==> src/logic/osc_consts.svh <==
// Offsets, field positions, reset values and timing counts of the clock control block
`ifndef OSC_CONSTS_SVH
`define OSC_CONSTS_SVH
`define TRIM_REG_ADDR      12'h000
`define CTRL_REG_ADDR      12'h004
`define STAT_REG_ADDR      12'h008
`define TRIM_RESET         8'h00
`define CTRL_RESET         8'h40
`define TRIM_SRC_BIT       7
`define TRIM_PLL_BIT       6
`define CODE_HS_PLL        4'h6
`define CODE_INT_ONE       4'h9
`define CODE_INT_TWO       4'h8
`define CODE_EC            4'hc
`define CODE_EC_IO         4'hd
`define CODE_RC            4'hb
`define CODE_RC_IO         4'h7
`define INTERNAL_FREQ_SELECT_8M            3'h7
`define INTERNAL_FREQ_SELECT_4M            3'h6
`define INTERNAL_FREQ_SELECT_31K           3'h0
`define APPLY_DELAY_CYC    4'h7
`define SETTLE_TIME_US     1000
`define SETTLE_CYC         ((`SETTLE_TIME_US * 200) - 1)
`endif

==> src/logic/osc_pkg.sv <==
// Types of the clock control block
package osc_pkg;
	typedef struct packed {
		logic       src_sel;
		logic       pll_en;
		logic [4:0] trim;
	} trim_type;
	typedef struct packed {
		logic out_b;
		logic oe_b;
		logic pin_a_io;
		logic pin_b_io;
	} pin_type;
	typedef enum logic [1:0] {ST_IDLE, ST_WAIT, ST_APPLY} apply_type;
endpackage

==> src/logic/osc_ctrl.sv <==
// Oscillator mode decode, multiplier gating and internal oscillator trim
//
// Operation
// - External clock modes run at once, no start-up wait after reset or wake.
// - External clock and RC modes drive pin b with system clock over four; the code enables pin b and drives it low instead.
// - Pin-reuse external and RC modes turn pin b into port A bit six.
// - Fast crystal x4 mode multiplies crystal up to 10 MHz by four.
// - In fast crystal x4 mode the software multiplier enable does nothing.
// - Crystal multiplier only with configuration code 0110.
// - Fast source gives 8 MHz directly and feeds postscaler 31 kHz to 4 MHz.
// - Fast source enabled when selected frequency is 125 kHz to 8 MHz.
// - Slow RC runs when selected or when timer, monitor, watchdog, two-speed on.
// - Internal frequency chosen by the internal frequency select field.
// - Internal mode one: pin b gives clock over four (the code enables pin b and drives it low instead), pin a is bit seven.
// - Internal mode two: pin a is bit seven, pin b is bit six.
// - Trim change applied within 8 cycles, settles within 1 ms, no stall.
// - No completion flag for a trim change.
// - Trim changes only the fast source, never the slow RC.
// - Software multiplier only with internal primary codes 1001 or 1000.
// - Internal multiplier only with select 111 or 110.
// - Multiplier enable forced zero and unsettable where unavailable.
// - Software multiplier multiplies internal clock by four, up to 32 MHz.
// - Register: source select bit 7, enable bit 6, bit 5 zero, trim 4..0.
// - Source select one uses fast source over 256; zero uses slow RC.
// - Trim is signed two's complement, 01111 max, 00000 centre, 10000 min.
// - Source select acts only when frequency select is 000.
//
// Chosen here: the APB interface to the registers and the placing of the registers.
`timescale 1ns/1ps
`include "osc_consts.svh"
module osc_ctrl
	import osc_pkg::*;
(
	input  wire logic        ref_clk,
	input  wire logic        reset_n,
	input  wire logic [11:0] paddr,
	input  wire logic        psel,
	input  wire logic        penable,
	input  wire logic        pwrite,
	input  wire logic [31:0] pwdata,
	output logic      [31:0] prdata,
	output logic             pready,
	output logic             pslverr,
	input  wire logic [3:0]  osc_config_field,
	input  wire logic        feature_timer_en,
	input  wire logic        feature_monitor_en,
	input  wire logic        feature_watchdog_en,
	input  wire logic        feature_two_speed_en,
	input  wire logic        gen_period_end,
	input  wire logic        port_a_six_out,
	input  wire logic        port_a_six_oe,
	input  wire logic        port_a_seven_out,
	input  wire logic        port_a_seven_oe,
	input  wire logic        osc_pin_b_in,
	output logic             osc_pin_b_out,
	output logic             osc_pin_b_oe,
	output logic             osc_pin_a_out,
	output logic             osc_pin_a_oe,
	output logic             port_a_six_in,
	output logic             start_wait_skip,
	output logic             crystal_x4_on,
	output logic             internal_x4_on,
	output logic             fast_internal_source_on,
	output logic             slow_internal_rc_on,
	output logic             low_freq_from_fast,
	output logic [2:0]       postscale_tap,
	output logic [4:0]       gen_trim,
	output logic             settling
);

	// ************************************************************
	// Register bus
	// ************************************************************
	trim_type    trim_r;
	logic [7:0]  ctrl_r;
	logic        wr_ack_r;
	logic [31:0] rdata_nxt;
	wire         access     = psel & penable;
	wire         hit_trim   = paddr == `TRIM_REG_ADDR;
	wire         hit_ctrl   = paddr == `CTRL_REG_ADDR;
	wire         hit_stat   = paddr == `STAT_REG_ADDR;
	wire         unmapped   = !(hit_trim | hit_ctrl | hit_stat);
	wire         wr_trim    = access & pwrite & hit_trim & !pready;
	wire         wr_ctrl    = access & pwrite & hit_ctrl & !pready;
	wire [2:0]   int_sel    = ctrl_r[6:4];

	// ************************************************************
	// Mode decode
	// ************************************************************
	function automatic logic is_int_primary(input logic [3:0] code);
		return code == `CODE_INT_ONE || code == `CODE_INT_TWO;
	endfunction

	wire mode_ec       = osc_config_field == `CODE_EC;
	wire mode_ec_io    = osc_config_field == `CODE_EC_IO;
	wire mode_rc       = osc_config_field == `CODE_RC;
	wire mode_rc_io    = osc_config_field == `CODE_RC_IO;
	wire mode_int_one  = osc_config_field == `CODE_INT_ONE;
	wire mode_int_two  = osc_config_field == `CODE_INT_TWO;
	wire mode_x4       = osc_config_field == `CODE_HS_PLL;
	wire pll_allowed   = is_int_primary(osc_config_field);
	wire freq_ok       = int_sel == `INTERNAL_FREQ_SELECT_8M || int_sel == `INTERNAL_FREQ_SELECT_4M;
	wire int_is_clock  = pll_allowed;
	wire pin_b_clock   = mode_ec | mode_rc | mode_int_one;
	wire pin_b_io      = mode_ec_io | mode_rc_io | mode_int_two;
	wire pin_a_io      = mode_int_one | mode_int_two;

	// Write data to trim register, multiplier enable masked when unavailable
	trim_type trim_nxt;
	assign trim_nxt.src_sel = pwdata[`TRIM_SRC_BIT];
	assign trim_nxt.pll_en  = pwdata[`TRIM_PLL_BIT] & pll_allowed;
	assign trim_nxt.trim    = pwdata[4:0];

	// ************************************************************
	// Trim apply sequencing
	// ************************************************************
	apply_type   st_r;
	logic [3:0]  dly_r;
	logic [17:0] settle_r;
	trim_type    gen_r;

	// ************************************************************
	// Pin input synchroniser
	// ************************************************************
	logic        pin_b_meta_r;
	logic        pin_b_sync_r;

	// Two stages before any logic reads the pin
	always_ff @(posedge ref_clk or negedge reset_n) begin
		if (!reset_n) begin
			pin_b_meta_r <= 1'b0;
			pin_b_sync_r <= 1'b0;
		end else begin
			pin_b_meta_r <= osc_pin_b_in;
			pin_b_sync_r <= pin_b_meta_r;
		end
	end

	always_ff @(posedge ref_clk or negedge reset_n) begin
		if (!reset_n) begin
			trim_r   <= trim_type'(7'(`TRIM_RESET));
			ctrl_r   <= `CTRL_RESET;
			pready   <= 1'b0;
			pslverr  <= 1'b0;
			prdata   <= 32'h0;
			wr_ack_r <= 1'b0;
		end else begin
			pready   <= access & !pready;
			pslverr  <= access & !pready & unmapped;
			prdata   <= (access & !pready & !pwrite) ? rdata_nxt : 32'h0;
			wr_ack_r <= wr_trim;
			if (wr_trim)
				trim_r <= trim_nxt;
			else if (!pll_allowed)
				trim_r.pll_en <= 1'b0;
			if (wr_ctrl)
				ctrl_r <= pwdata[7:0];
		end
	end

	// Bit 5 reads zero; status word holds no completion flag
	always_comb begin
		rdata_nxt = 32'h0;
		if (hit_trim)
			rdata_nxt = {24'h0, trim_r.src_sel, trim_r.pll_en, 1'b0, trim_r.trim};
		else if (hit_ctrl)
			rdata_nxt = {24'h0, ctrl_r};
		else if (hit_stat)
			rdata_nxt = {28'h0, mode_x4, internal_x4_on, fast_internal_source_on, slow_internal_rc_on};
	end

	always_ff @(posedge ref_clk or negedge reset_n) begin
		if (!reset_n) begin
			st_r     <= ST_IDLE;
			dly_r    <= 4'h0;
			settle_r <= 18'h0;
			gen_r    <= trim_type'(7'(`TRIM_RESET));
		end else begin
			unique case (st_r)
				ST_IDLE: if (wr_ack_r) begin
					st_r  <= ST_WAIT;
					dly_r <= 4'h0;
				end
				ST_WAIT: begin
					dly_r <= dly_r + 4'h1;
					// Wait for a period boundary, forced by the deadline
					if (gen_period_end || dly_r == `APPLY_DELAY_CYC - 4'h1)
						st_r <= ST_APPLY;
				end
				ST_APPLY: begin
					gen_r    <= trim_r;
					settle_r <= 18'(`SETTLE_CYC);
					st_r     <= wr_ack_r ? ST_WAIT : ST_IDLE;
					dly_r    <= 4'h0;
				end
			endcase
			if (st_r != ST_APPLY && settle_r != 18'h0)
				settle_r <= settle_r - 18'h1;
			if (!pll_allowed)
				gen_r.pll_en <= 1'b0;
		end
	end

	// ************************************************************
	// Clock generator controls and pins
	// ************************************************************
	always_ff @(posedge ref_clk or negedge reset_n) begin
		if (!reset_n) begin
			osc_pin_b_out           <= 1'b0;
			osc_pin_b_oe            <= 1'b0;
			osc_pin_a_out           <= 1'b0;
			osc_pin_a_oe            <= 1'b0;
			port_a_six_in           <= 1'b0;
			start_wait_skip         <= 1'b0;
			crystal_x4_on           <= 1'b0;
			internal_x4_on          <= 1'b0;
			fast_internal_source_on <= 1'b0;
			slow_internal_rc_on     <= 1'b0;
			low_freq_from_fast      <= 1'b0;
			postscale_tap           <= 3'h0;
			gen_trim                <= 5'h0;
			settling                <= 1'b0;
		end else begin
			osc_pin_b_out   <= pin_b_clock ? 1'b0 : port_a_six_out;
			osc_pin_b_oe    <= pin_b_clock | (pin_b_io & port_a_six_oe);
			osc_pin_a_out   <= port_a_seven_out;
			osc_pin_a_oe    <= pin_a_io & port_a_seven_oe;
			port_a_six_in   <= pin_b_io & pin_b_sync_r;
			start_wait_skip <= mode_ec | mode_ec_io;
			crystal_x4_on   <= mode_x4;
			internal_x4_on  <= gen_r.pll_en & pll_allowed & freq_ok;
			fast_internal_source_on <= int_is_clock &&
				(int_sel != `INTERNAL_FREQ_SELECT_31K || gen_r.src_sel);
			slow_internal_rc_on <= (int_is_clock && int_sel == `INTERNAL_FREQ_SELECT_31K && !gen_r.src_sel) ||
				feature_timer_en || feature_monitor_en ||
				feature_watchdog_en || feature_two_speed_en;
			low_freq_from_fast <= int_sel == `INTERNAL_FREQ_SELECT_31K && gen_r.src_sel;
			postscale_tap   <= int_sel;
			gen_trim        <= gen_r.trim;
			settling        <= settle_r != 18'h0;
		end
	end
endmodule // osc_ctrl

==> config.mk <==
export PLATFORM = sky130hd
export DESIGN_NAME = osc_ctrl
export DESIGN_NICKNAME = d
export VERILOG_FILES = /design/src/logic/osc_pkg.sv /design/src/logic/osc_ctrl.sv
export VERILOG_INCLUDE_DIRS = /design/src /design/src/logic
export SDC_FILE = /design/constraint.sdc
export NUM_CORES = 1
export LEC_CHECK = 0
export BUFFER_PORTS_ARGS = -buffer_cell sky130_fd_sc_hd__buf_4
export CAP_MARGIN = 10
export CORE_MARGIN = 2
export CORE_UTILIZATION = 50
export CTS_CLUSTER_SIZE = 16
export DETAILED_ROUTE_END_ITERATION = 8
export GPL_TIMING_DRIVEN = 0
export HOLD_SLACK_MARGIN = 0.06
export PLACE_DENSITY_LB_ADDON = 0.05
export SLEW_MARGIN = 30
export SYNTH_ARGS = -nofsm -noshare
export SYNTH_HDL_FRONTEND = slang
export SYNTH_SLANG_ARGS = --single-unit
==> constraint.sdc <==
create_clock -name ref_clk -period 4.1 [get_ports ref_clk]
set_input_delay 1.23 -clock ref_clk [delete_from_list [all_inputs] [get_ports ref_clk]]
set_output_delay 1.23 -clock ref_clk [all_outputs]
set_load 0.05 [all_outputs]
==> results of run 1 <==
## worst max-delay path, stage by stage
cell and delay, ps:
sky130_fd_sc_hd__buf_4 110, sky130_fd_sc_hd__nor4_1 460, sky130_fd_sc_hd__and3_1 280, sky130_fd_sc_hd__and3b_1 160, sky130_fd_sc_hd__clkbuf_1 320, sky130_fd_sc_hd__mux2_2 390
## kinds of logic after synthesis
kind of cell               count (synthesis)  synth area share [%]
adders and majority gates                  3                 1.044
buffers and inverters                     47                 7.657
DFF                                       79                 55.03
xor gates and xnor gates                   2                0.4874
and+or+nand+nor                          129                 19.84
AOI/OAI and AO/OA                         50                 8.945
muxes                                     23                 6.892
other                                      1                0.1043
## power breakdown
| part | internal [mW] | switching (mW) |
|---|---|---|
| clock network | 0.245 | 0.264 |
| logic | 0.168 | 0.247 |
| registers | 0.854 | 0.0704 |
| total | 1.27 | 0.581 |
## cell type report
| type | count | area [sq um] | share of cell area [%] |
|---|---|---|---|
| Clock inverter | 3 | 20.02 | 0.4477 |
| Clock buffer | 11 | 151.4 | 3.386 |
| Inverter | 8 | 30.03 | 0.6715 |
| Buffer | 39 | 245.2 | 5.484 |
| Tap cell | 96 | 120.1 | 2.686 |
| Multi-Input combinational cell | 231 | 1428 | 31.93 |
| Sequential cell | 79 | 1978 | 44.24 |
| Timing Repair Buffer | 66 | 499.2 | 11.16 |
## flip-flops by register name, indices dropped and copies added, names as in the netlist, 2 cells and up
name / flops
gen_trim: 5
prdata: 8
st_r: 2
postscale_tap: 3
dly_r: 4
settle_r: 18
ctrl_r: 8
gen_r: 7
trim_r: 7
## path summary, 6_finish.rpt
kind / to / slack, ps
max: trim_r[2] / 1370
min: pin_b_sync_r / 360
max reg2reg: settle_r[13] / 1630
min reg2reg: pin_b_sync_r / 360
max in group asynchronous: ctrl_r[5] / 2710
min in group asynchronous: settle_r[16] / 910
## cells in the final DEF (no fill, tap or decap), types with 3 or more instances in the layout
cell / instances
sky130_fd_sc_hd__a21oi_1: 16
sky130_fd_sc_hd__nand4_1: 3
sky130_fd_sc_hd__nand3_1: 4
sky130_fd_sc_hd__nor2_1: 28
sky130_fd_sc_hd__and3_1: 3
sky130_fd_sc_hd__o21ai_0: 8
sky130_fd_sc_hd__clkbuf_1: 12
sky130_fd_sc_hd__inv_1: 8
sky130_fd_sc_hd__mux2i_1: 9
sky130_fd_sc_hd__clkbuf_8: 11
sky130_fd_sc_hd__or4_1: 5
sky130_fd_sc_hd__mux2_2: 14
sky130_fd_sc_hd__nor4b_1: 3
sky130_fd_sc_hd__nand2_1: 26
sky130_fd_sc_hd__nand2b_1: 6
sky130_fd_sc_hd__o31ai_1: 3
sky130_fd_sc_hd__a211oi_1: 3
sky130_fd_sc_hd__a211o_1: 3
sky130_fd_sc_hd__dfrtp_1: 78
sky130_fd_sc_hd__and2_1: 4
sky130_fd_sc_hd__or3_1: 6
sky130_fd_sc_hd__buf_4: 89
sky130_fd_sc_hd__ha_1: 3
sky130_fd_sc_hd__nor4_1: 11
sky130_fd_sc_hd__o211ai_1: 3
sky130_fd_sc_hd__nor3_1: 5
sky130_fd_sc_hd__conb_1: 24
sky130_fd_sc_hd__nor2b_1: 11
## routing by layer
| layer | vias to the layer above | GRT usage, % | routed length, um |
|---|---|---|---|
| met3 | 5 | 5.877 | 366 |
| met4 | 0 | 3.719 | 53 |
| met5 | - | 0 | 0 |
| met2 | 71 | 29.38 | 3539 |
| met1 | 1277 | 28.63 | 3457 |
| li1 | 1333 | - | - |
## metrics by stage
stage	std cells	setup slack [ps]	cell area [sq um]
5_1_grt	533	1245	4472
3_3_place_gp	519	1043	4297
6_report	533	1371	4472
3_5_place_dp	519	1031	4297
2_1_floorplan	357	1407	3681
4_1_cts	533	1399	4468
==> Implementation_results.wiki, run 1 <==
{| class="wikitable"
! Metric !! Value
|-
| Unrepaired setup endpoints after global routing || no
|-
| Share of synthesized area occupied by flip-flops and latches || 55.03%
|-
| Clock Pin Slew Worst Setup and Hold Paths || ~70 ps
|-
| Path type of the worst setup path || input pin to register
|-
| Flops & latches, synth || slightly below 80
|-
| Tcrit/Tclk final || between 60 and 70%
|-
| Total global-route track usage || 19.60%
|-
| Vertical die dimension || between 80 and 90 um
|-
| Critical path arrival || about 3000 ps
|-
| Maximum clock insertion buffer count || 2
|-
| Antenna violations before repair || 0
|-
| Total length of routed wires || between 7000 and 8000 um
|-
| Top cells by count, synth || sky130_fd_sc_hd__dfrtp_1, sky130_fd_sc_hd__nor2_1, sky130_fd_sc_hd__nand2_1
|-
| Wire length of the first global-routing pass || 11810 um
|-
| Critical Path Start || paddr[5]
|-
| Area added between synthesis and finish || 24.40%
|-
| Final layout net count || 500
|-
| Slew headroom || 45.79%
|-
| Root buffer selected by CTS || sky130_fd_sc_hd__clkbuf_8
|-
| Mean post-synth cell area || 10.76 sq um
|-
| Outcome || finished, final reports clean
|-
| Initial Util || 52.33%
|-
| # resized after CTS || 0
|-
| Synth top area share || between 50% and 60%
|-
| Tightest hold margin || around 360 ps
|-
| Cells after Synth || 334
|-
| Hold Crit Depth || 0
|-
| Time the final worst path needs with I/O delays and setup || around 2700 ps
|-
| TritonCTS clock tree || built
|-
| Leakage power summed over all cells || roughly 2.2 nW
|-
| Critical path capture point type || register
|-
| Total number of placement rows || 30
|-
| DRC marker count from the first detailed-route iteration || around 120
|-
| Area of the core || around 6900 sq um
|-
| Post-layout utilization of the core || approximately 65%
|-
| Main flop type after synthesis || sky130_fd_sc_hd__dfrtp_1
|-
| FILL cells || roughly 580
|-
| FF-to-FF Start || settle_r[4]
|-
| Setup_tns || 0 ps
|-
| Setup violation total in the final timing report || 0
|-
| Number of antenna repair diodes || 0
|-
| Layout Skew || 5.580 ps
|-
| Number of maximum-capacitance violations || 0
|-
| Post-DP HPWL || 5366 um
|-
| Via count || 2686
|-
| Sink count of the clock tree || a little under 80
|-
| Worst slew pin tran || between 800 and 900 ps
|-
| Unique masters post-synth || 54
|-
| Number of enable flip-flop cells after synthesis || 0
|-
| Peak fanout along the critical path || 6
|-
| Post-synthesis instance area || between 3000 and 4000 sq um
|-
| Post-synth top area cell || sky130_fd_sc_hd__dfrtp_1
|-
| Remaining global-route overflow || 0
|-
| Tot Pwr || 1.849 mW
|-
| Number of pins with negative max-slew slack in the final report || 0
|-
| Final weighted congestion in routability-driven placement || around 0.83
|-
| Worst Setup Start Kind || input pin
|-
| Achievable clock frequency || ~370 MHz
|-
| Latest clock arrival within the worst-skew pair || approximately 340 ps
|-
| Number of H-tree branching levels || 3
|-
| Via count of the first global-routing pass || 2494
|-
| Proportion of synthesized flip-flops having asynchronous set or reset || 100.0%
|-
| Number of I/O port buffers || 66
|-
| Total clock buffers created by CTS || 9
|-
| Number of cells on the worst reg-to-reg path || 6
|-
| Quantity of hold-fixing buffers added after cts || 0
|-
| Hold/Removal Path Class || register to register
|-
| Fraction of layout instances using a drive strength above 1 || a little under 30%
|-
| Number of nets still failing antenna checks after routing || 0
|-
| Ranking of synthesized cells by area || sky130_fd_sc_hd__dfrtp_1, sky130_fd_sc_hd__buf_4, sky130_fd_sc_hd__mux2_2
|-
| Cell with the most instances after synthesis || sky130_fd_sc_hd__dfrtp_1
|-
| Iteration count of the initial detailed-routing pass || 4
|-
| Floorplan die area || between 7000 and 8000 sq um
|-
| Maximum number of pins on one net before global-route repair || 80
|-
| Post-DR vias/cell || between 5 and 6
|-
| Hold path startpoint || pin_b_meta_r
|-
| Residual DRC || 0
|-
| Data required time of the critical path || 4320 ps
|-
| Die width || 88.79 um
|-
| Worst-case vdd ir drop || 0.0002087 V
|-
| Post-CTS repair timing setup buffer count || 0
|-
| Number of synthesis warnings || 0
|-
| Top-level port count || 117
|-
| Routed wire per std cell || 13.92 um
|-
| Power density over cell area || between 400 and 500 nW/um^2
|-
| Final hold violation count || 0
|}
Power figures use the tool's default switching activity.
==> run 2, diff against run 1 <==
==> constraint.sdc (replaced) <==
create_clock -name ref_clk -period 2.52 [get_ports ref_clk]
set_input_delay 0.756 -clock ref_clk [delete_from_list [all_inputs] [get_ports ref_clk]]
set_output_delay 0.756 -clock ref_clk [all_outputs]
set_load 0.05 [all_outputs]
==> run 2 against run 1 <==
Net effect:
- power rose by 65%
- core utilization up 0.38 points
- global-route usage did not move
- critical path depth is the same
- via count grew 0.37%
- die area unchanged
- wire length rose by 1.2%
- flip-flop and latch count did not move
- first-iteration DRC count down 6.7%
- largest cell class unchanged
- sequential power is 63% higher
- cell count grew 0.38%
==> Implementation_results.wiki, run 2 (synthesis results as in run 1) <==
{| class="wikitable"
! Metric !! Value
|-
| Hold/Removal Path Class || register to register (unchanged)
|-
| Area of the core || 6869 sq um (unchanged)
|-
| Total clock buffers created by CTS || 9 (unchanged)
|-
| Tcrit/Tclk final || between 90% and 100%
|-
| Most frequent cells in the layout || sky130_fd_sc_hd__buf_4, sky130_fd_sc_hd__dfrtp_1, sky130_fd_sc_hd__nor2_1 (unchanged)
|-
| Setup_tns || 0 ps (unchanged)
|-
| Hold-critical path endpoint || pin_b_sync_r (unchanged)
|-
| Quantity of hold-fixing buffers added after cts || 0 (unchanged)
|-
| Remaining global-route overflow || 0 (unchanged)
|-
| Number of I/O port buffers || 66 (unchanged)
|-
| Critical Path Most Common Cell || sky130_fd_sc_hd__or4_1
|-
| R2R Path End || settle_r[13] (unchanged)
|-
| Post-DR vias/cell || 5.039 (about the same)
|-
| Critical Path Start || settle_r[6] (was paddr[5])
|-
| Total number of placement rows || 30 (unchanged)
|-
| Final layout net count || 502 (was 500)
|-
| Sink count of the clock tree || 79 (unchanged)
|-
| Number of maximum-capacitance violations || 0 (unchanged)
|-
| Vertical die dimension || 88.79 um (unchanged)
|-
| Hold Crit Depth || 0 (unchanged)
|-
| Root buffer selected by CTS || sky130_fd_sc_hd__clkbuf_8 (unchanged)
|-
| Leakage power summed over all cells || 2.204 nW (was 2.193 nW)
|-
| Layout Skew || 6.222 ps (was 5.580 ps)
|-
| Finished layout cell area || 4498 sq um (was 4472 sq um)
|-
| Worst Setup Start Kind || register (was input pin)
|-
| Residual DRC || 0 (unchanged)
|-
| Path type of the worst setup path || register to register (was input pin to register)
|-
| FF-to-FF Start || settle_r[6] (was settle_r[4])
|-
| Initial Util || 52.33% (unchanged)
|-
| Worst-case vdd ir drop || 0.0003408 V (was 0.0002087 V)
|-
| Maximum clock insertion buffer count || 2 (unchanged)
|-
| Cell chain of the critical path || or4_4 -> buf_6 -> or4_1 -> buf_4 -> or4_1 -> a21oi_1 (was buf_4 -> nor4_1 -> and3_1 -> and3b_1 -> clkbuf_1 -> mux2_2)
|-
| Number of pins with negative max-slew slack in the final report || 0 (unchanged)
|-
| Max incr delay on CP || 540 ps (was 460 ps)
|-
| Most common cell after layout, fill and taps aside || sky130_fd_sc_hd__buf_4 (unchanged)
|-
| Clock Pin Slew Worst Setup and Hold Paths || 80 ps (was 70 ps)
|-
| Final hold violation count || 0 (unchanged)
|-
| Outcome || finished, final reports clean (unchanged)
|-
| DRC marker count from the first detailed-route iteration || 111 (was 119)
|-
| Via count || 2696 (was 2686)
|-
| TritonCTS clock tree || built (unchanged)
|-
| Unrepaired setup endpoints after global routing || no (unchanged)
|-
| Achievable clock frequency || just over 400 MHz
|-
| Critical path arrival || 2700 ps (was 2950 ps)
|-
| Antenna violations before repair || 0 (unchanged)
|-
| Die width || 88.79 um (unchanged)
|-
| Wire length of the first global-routing pass || 11810 um (unchanged)
|-
| Iteration count of the initial detailed-routing pass || 4 (unchanged)
|-
| Maximum number of pins on one net before global-route repair || 80 (unchanged)
|-
| Routed wire per std cell || 14.03 um (was 13.92 um)
|-
| Total length of routed wires || 7506 um (was 7417 um)
|-
| Top-level port count || 117 (unchanged)
|-
| Critical-path cell with the highest stage delay || sky130_fd_sc_hd__or4_4 (was sky130_fd_sc_hd__nor4_1)
|-
| Critical path capture point type || register (unchanged)
|-
| Floorplan die area || 7884 sq um (unchanged)
|-
| Number of antenna repair diodes || 0 (unchanged)
|-
| Number of flip-flops in the largest register || 18 (unchanged)
|-
| Worst slew pin tran || 703.7 ps (was 806.5 ps)
|-
| Power density over cell area || 677.1 nW/um^2 (was 413.4 nW/um^2)
|-
| Time the final worst path needs with I/O delays and setup || around 2400 ps
|-
| Number of nets still failing antenna checks after routing || 0 (unchanged)
|-
| Leading registers by flop count || settle_r x18, ctrl_r x8, prdata x8 (unchanged)
|-
| Hold path startpoint || pin_b_meta_r (unchanged)
|-
| Slew headroom || 53.09% (was 45.79%)
|-
| Flop2flop setup slack || 80 ps (was 1630 ps)
|-
| Latest clock arrival within the worst-skew pair || 340 ps (about the same)
|-
| Area added between synthesis and finish || 25.13% (was 24.40%)
|-
| Cell area after placement || 4297 sq um (unchanged)
|-
| Setup violation total in the final timing report || 0 (unchanged)
|-
| Number of H-tree branching levels || 3 (unchanged)
|-
| Total global-route track usage || 19.60% (unchanged)
|-
| Peak fanout along the critical path || 8 (was 6)
|-
| Data required time of the critical path || 2790 ps (was 4320 ps)
|-
| Register containing the most flip-flops in the final layout || settle_r (unchanged)
|-
| Final weighted congestion in routability-driven placement || 0.8261 (unchanged)
|-
| Post-DP HPWL || 5366 um (unchanged)
|-
| Fraction of layout instances using a drive strength above 1 || 29.38% (was 29.06%)
|-
| Via count of the first global-routing pass || 2494 (unchanged)
|-
| Number of cells on the worst reg-to-reg path || 6 (unchanged)
|}
[run 2: cell types whose count changed in the layout (fill, tap and decap cells not counted), sizes merged]
cell / before / now
buf: 93 / 95
[run 2: final cells by class]
cell class	instances	area, sq um
clock buffer	11	151.4
buffer	39	247.7
inverter	8	30.03
fill	574	2371
timing repair buffer	68	514.2
clock inverter	3	20.02
multi-input combinational	231	1436
tap	96	120.1
sequential	79	1978
[run 2: how the worst max path moves through the flow]
stage,to,depth (start not counted)
final,settle_r[13],6
after floorplan,settle_r[13],6
after global routing,settle_r[2],5
after global placement,trim_r[0],6
after CTS,settle_r[13],6
after detailed placement,trim_r[2],6
[run 2: where the power goes]
group	switching (mW)	total (mW)	internal [mW]
Sequential	0.118	1.51	1.39
Combinational	0.412	0.705	0.293
Clock	0.429	0.828	0.399
Total	0.960	3.05	2.09
[run 2: repair_timing]
action	CTS	global route
endpoints found under the hold margin	0	0
resized for setup	0	3
endpoints found under the setup margin	0	2
buffers inserted	0	2
[run 2: routing by layer]
layer | vias up | global-route usage [%] | wire, um
met5 | - | 0 | 0
li1 | 1336 | - | -
met2 | 73 | 29.38 | 3603
met4 | 0 | 3.719 | 53
met3 | 5 | 5.877 | 367
met1 | 1282 | 28.63 | 3481
[run 2: metrics by stage]
| step | setup WS, ps | std cells | utilization [%] | hold slack (ps) | total power [mW] |
|---|---|---|---|---|---|
| 2_1_floorplan | 179.7 | 357 | - | 331.2 | 2.005 |
| 3_3_place_gp | -62.94 | 519 | 62.55 | 335.6 | 2.180 |
| 3_5_place_dp | -75.39 | 519 | 62.55 | 344.3 | 2.205 |
| 4_1_cts | 56.55 | 533 | 65.05 | 362.5 | 3.036 |
| 5_1_grt | 5.861 | 535 | 65.48 | 366.9 | 3.234 |
| 6_report | 82.74 | 535 | 65.48 | 358.3 | 3.045 |
[run 2: worst max-delay path, delay by kind of cell, from the launching register on]
| family | cells | cell delay (ps) |
|---|---|---|
| flip-flops | 1 | 400 |
| AND/OR/NAND/NOR | 3 | 1500 |
| AO/OA/AOI/OAI | 1 | 140 |
| buffers and inverters | 2 | 330 |
==> run 3, diff against run 2 <==
--- a/config.mk
+++ b/config.mk
@@ -6,10 +6,11 @@
 export SDC_FILE = /design/constraint.sdc
 export NUM_CORES = 1
 export LEC_CHECK = 0
+export ABC_AREA = 1
 export BUFFER_PORTS_ARGS = -buffer_cell sky130_fd_sc_hd__buf_4
 export CAP_MARGIN = 10
 export CORE_MARGIN = 2
-export CORE_UTILIZATION = 50
+export CORE_UTILIZATION = 30
 export CTS_CLUSTER_SIZE = 16
 export DETAILED_ROUTE_END_ITERATION = 8
 export GPL_TIMING_DRIVEN = 0
@@ -19,3 +20,4 @@
 export SYNTH_ARGS = -nofsm -noshare
 export SYNTH_HDL_FRONTEND = slang
 export SYNTH_SLANG_ARGS = --single-unit
+export TNS_END_PERCENT = 30
==> run 3 against run 2 <==
Net effect:
- count of clock-buffer cells in the layout is the same
- first-iteration DRC count increased by 3.6%
- largest cell class unchanged
- largest power group is now clock
- critical path depth fell by 5
- clock power grew 71%
- sequential power shrank 7%
- critical path type is now register to primary output
- combinational power is 38% lower
==> Implementation_results.wiki, run 3 <==
{| class="wikitable"
! Metric !! Value
|-
| Mean post-synth cell area || 8.942 sq um (was 10.76 sq um)
|-
| Ranking of synthesized cells by area || sky130_fd_sc_hd__dfrtp_1, sky130_fd_sc_hd__nand2_1, sky130_fd_sc_hd__nor2_1 (was sky130_fd_sc_hd__dfrtp_1, sky130_fd_sc_hd__buf_4, sky130_fd_sc_hd__mux2_2)
|-
| Initial Util || 30.84% (was 52.33%)
|-
| Die width || 115.4 um (was 88.79 um)
|-
| Achievable clock frequency || 586.3 MHz (was 410.3 MHz)
|-
| DRC marker count from the first detailed-route iteration || 115 (was 111)
|-
| Cell with the most instances after synthesis || sky130_fd_sc_hd__nand2_1 (was sky130_fd_sc_hd__dfrtp_1)
|-
| Top cells by count, synth || sky130_fd_sc_hd__nand2_1, sky130_fd_sc_hd__dfrtp_1, sky130_fd_sc_hd__nor2_1 (was sky130_fd_sc_hd__dfrtp_1, sky130_fd_sc_hd__nor2_1, sky130_fd_sc_hd__nand2_1)
|-
| Tcrit/Tclk final || 67.68% (was 96.72%)
|-
| Residual DRC || 0 (unchanged)
|-
| Data required time of the critical path || 1760 ps (was 2790 ps)
|-
| Power density over cell area || 670.6 nW/um^2 (was 677.1 nW/um^2)
|-
| Worst-case vdd ir drop || 0.0003309 V (was 0.0003408 V)
|-
| Synth top area share || 52.47% (was 54.30%)
|-
| Area added between synthesis and finish || 30.51% (was 25.13%)
|-
| Floorplan die area || 13310 sq um (was 7884 sq um)
|-
| Unrepaired setup endpoints after global routing || no (unchanged)
|-
| Synth Area in XOR/XNOR || 2.119% (was 0.4873%)
|-
| Fraction of power spent switching nets || 26.39% (was 31.52%)
|-
| Number of cells on the worst reg-to-reg path || 7 (was 6)
|-
| Number of pins with negative max-slew slack in the final report || 0 (unchanged)
|-
| Register share of total power || 42.9% (was 49.7%)
|-
| Hold Crit Depth || 0 (unchanged)
|-
| Worst slew pin tran || 745.8 ps (was 703.7 ps)
|-
| Maximum number of pins on one net before global-route repair || 80 (unchanged)
|-
| Number of enable flip-flop cells after synthesis || 0 (unchanged)
|-
| Unique masters post-synth || 36 (was 54)
|-
| Area of the core || 12060 sq um (was 6869 sq um)
|-
| Share of synthesized area spent on multiplexers || 0% (was 6.892%)
|-
| Cell chain of the critical path || buf_4 (was or4_4 -> buf_6 -> or4_1 -> buf_4 -> or4_1 -> a21oi_1)
|-
| Final hold violation count || 0 (unchanged)
|-
| Final layout net count || 584 (was 502)
|-
| Quantity of hold-fixing buffers added after cts || 0 (unchanged)
|-
| Most frequent cells in the layout || sky130_fd_sc_hd__nand2_1, sky130_fd_sc_hd__buf_4, sky130_fd_sc_hd__dfrtp_1 (was sky130_fd_sc_hd__buf_4, sky130_fd_sc_hd__dfrtp_1, sky130_fd_sc_hd__nor2_1)
|-
| Clock Pin Slew Worst Setup and Hold Paths || 60 ps (was 80 ps)
|-
| Post-Synth Simple-Gate Area || 25.87% (was 19.84%)
|-
| Root buffer selected by CTS || sky130_fd_sc_hd__clkbuf_16 (was sky130_fd_sc_hd__clkbuf_8)
|-
| Time the final worst path needs with I/O delays and setup || 1706 ps (was 2437 ps)
|-
| Total clock buffers created by CTS || 9 (unchanged)
|-
| Critical-path cell with the highest stage delay || sky130_fd_sc_hd__dfrtp_1 (was sky130_fd_sc_hd__or4_4)
|-
| Clock network power share || 43.6% (was 27.2%)
|-
| Post-synth top area cell || sky130_fd_sc_hd__dfrtp_1 (unchanged)
|-
| # resized after CTS || 0 (unchanged)
|-
| Largest family of logic cells by synthesized area || simple AND/OR/NAND/NOR gates (unchanged)
|-
| Portion of total power attributed to combinational logic || 13.5% (was 23.1%)
|-
| Tightest hold margin || 351.9 ps (was 358.3 ps)
|-
| Setup_tns || 0 ps (unchanged)
|-
| Peak fanout along the critical path || 2 (was 8)
|-
| Adder and majority gate portion of the synthesized area || 1.009% (was 1.044%)
|-
| Layout Skew || 5.422 ps (was 6.222 ps)
|-
| Post-DR vias/cell || 4.056 (was 5.039)
|-
| Wire length of the first global-routing pass || 13660 um (was 11810 um)
|-
| Number of nets still failing antenna checks after routing || 0 (unchanged)
|-
| Family of cells with the greatest summed delay on the critical path || flip-flops (was simple AND/OR/NAND/NOR gates)
|-
| Leading registers by flop count || settle_r x18, ctrl_r x8, prdata x8 (unchanged)
|-
| Internal Dissipation || 2.396 mW (was 2.085 mW)
|-
| Path type of the worst setup path || register to primary output (was register to register)
|-
| Vertical die dimension || 115.4 um (was 88.79 um)
|-
| Number of synthesis warnings || 0 (unchanged)
|-
| Total global-route track usage || 13.35% (was 19.60%)
|-
| Tot Pwr || 3.256 mW (was 3.045 mW)
|-
| Critical path capture point type || primary output (was register)
|-
| Number of antenna repair diodes || 0 (unchanged)
|-
| Sink count of the clock tree || 79 (unchanged)
|-
| Flops & latches, synth || 79 (unchanged)
|-
| Post-layout utilization of the core || 40.25% (was 65.48%)
|-
| Hold/Removal Path Class || register to register (unchanged)
|-
| Setup violation total in the final timing report || 0 (unchanged)
|-
| Total length of routed wires || 8183 um (was 7506 um)
|-
| Maximum clock insertion buffer count || 2 (unchanged)
|-
| Fraction of layout instances using a drive strength above 1 || 28.68% (was 29.38%)
|-
| Top-level port count || 117 (unchanged)
|-
| Remaining global-route overflow || 0 (unchanged)
|-
| Compound-gate portion of the synthesized area || 6.492% (was 8.945%)
|-
| Number of I/O port buffers || 68 (was 66)
|-
| Post-CTS repair timing setup buffer count || 0 (unchanged)
|-
| Share of synthesized area occupied by flip-flops and latches || 53.18% (was 55.03%)
|-
| TritonCTS clock tree || built (unchanged)
|-
| Power dissipated by switching net loads || 0.8593 mW (was 0.9601 mW)
|-
| Final weighted congestion in routability-driven placement || 0.8008 (was 0.8261)
|-
| Final Instance Count excl. Fillers || 691 (was 535)
|-
| CP bufs+invs || 1 (was 2)
|-
| Antenna violations before repair || 0 (unchanged)
|-
| Leakage power summed over all cells || 2.549 nW (was 2.204 nW)
|-
| Via count || 2803 (was 2696)
|-
| Register containing the most flip-flops in the final layout || settle_r (unchanged)
|-
| Cells after Synth || 416 (was 334)
|-
| Total number of placement rows || 40 (was 30)
|-
| Outcome || finished, final reports clean (unchanged)
|-
| Number of maximum-capacitance violations || 0 (unchanged)
|-
| Number of H-tree branching levels || 3 (unchanged)
|-
| Number of cells after detailed placement || 675 (was 519)
|-
| Latest clock arrival within the worst-skew pair || 340 ps (about the same)
|-
| Levels on crit path || 1 (was 6)
|-
| Most common cell after layout, fill and taps aside || sky130_fd_sc_hd__nand2_1 (was sky130_fd_sc_hd__buf_4)
|-
| Main flop type after synthesis || sky130_fd_sc_hd__dfrtp_1 (unchanged)
|-
| Post-DP HPWL || 6012 um (was 5366 um)
|-
| Slew headroom || 50.28% (was 53.09%)
|-
| Iteration count of the initial detailed-routing pass || 4 (unchanged)
|-
| Via count of the first global-routing pass || 2848 (was 2494)
|-
| Routed wire per std cell || 11.84 um (was 14.03 um)
|-
| Critical path arrival || 950 ps (was 2700 ps)
|-
| Number of flip-flops in the largest register || 18 (unchanged)
|-
| Post-synthesis instance area || 3720 sq um (was 3595 sq um)
|-
| Worst Setup Start Kind || register (unchanged)
|-
| Max incr delay on CP || 410 ps (was 540 ps)
|-
| Proportion of synthesized flip-flops having asynchronous set or reset || 100.0% (unchanged)
|}
==> run 3: cell types whose count changed in the layout (fill, tap and decap cells not counted), sizes merged, moves of 10 or more <==
| cell | change |
|---|---|
| nor2b | -11 |
| nor2 | +34 |
| nand3 | +20 |
| nand2 | +75 |
| clkbuf | -12 |
| inv | +45 |
| nor4 | -10 |
| mux2 | -14 |
| o21ai | +16 |
==> run 3: final timing paths <==
check / startpoint / endpoint / slack, ps
min reg2reg: pin_b_meta_r / pin_b_sync_r / 350
max reg2reg: settle_r[0] / settle_r[5] / 960
min: pin_b_meta_r / pin_b_sync_r / 350
max: internal_x4_on / internal_x4_on / 810
max in group asynchronous: reset_n / settle_r[17] / 1550
min in group asynchronous: reset_n / dly_r[3] / 450
==> run 3: power by group through the flow <==
stage / logic, mW / clock network (mW) / registers [mW]
after floorplan: 0.292 / 0 / 1.44
after global placement: 0.437 / 0 / 1.42
after detailed placement: 0.440 / 0 / 1.42
after CTS: 0.443 / 1.46 / 1.40
after global routing: 0.490 / 1.50 / 1.40
final: 0.439 / 1.42 / 1.40
==> run 3: final cells by class <==
type	count	area (sq um)
Buffer	28	219.0
Clock buffer	11	242.7
Clock inverter	5	81.33
Fill cell	1232	7207
Inverter	53	198.9
Multi-Input combinational cell	279	1410
Sequential cell	79	1978
Tap cell	168	210.2
Timing Repair Buffer	68	514.2
==> run 3: cells by family (layout without fill, tap and decap cells) <==
kind of cell	after synthesis	count (layout)
simple gates	203	203
other cells	1	24
buf+inv	81	165
compound gates	40	40
fa+ha+maj	3	3
flops	79	79
xor+xnor	9	9
==> run 3: through the flow <==
step	instance area (sq um)	setup WS, ps
CTS	4855	804.6
floorplan	3806	872.5
global route	4855	789.7
finish	4855	814.4
global placement	4527	613.3
detailed placement	4531	605.1
==> run 3: per-layer routing <==
layer,vias up,share of wire [%],track usage (%)
li1,1458,-,-
met1,1276,44,15.90
met2,52,50,22.42
met4,0,2.2,5.783
met3,17,3.9,3.901
met5,-,0,0
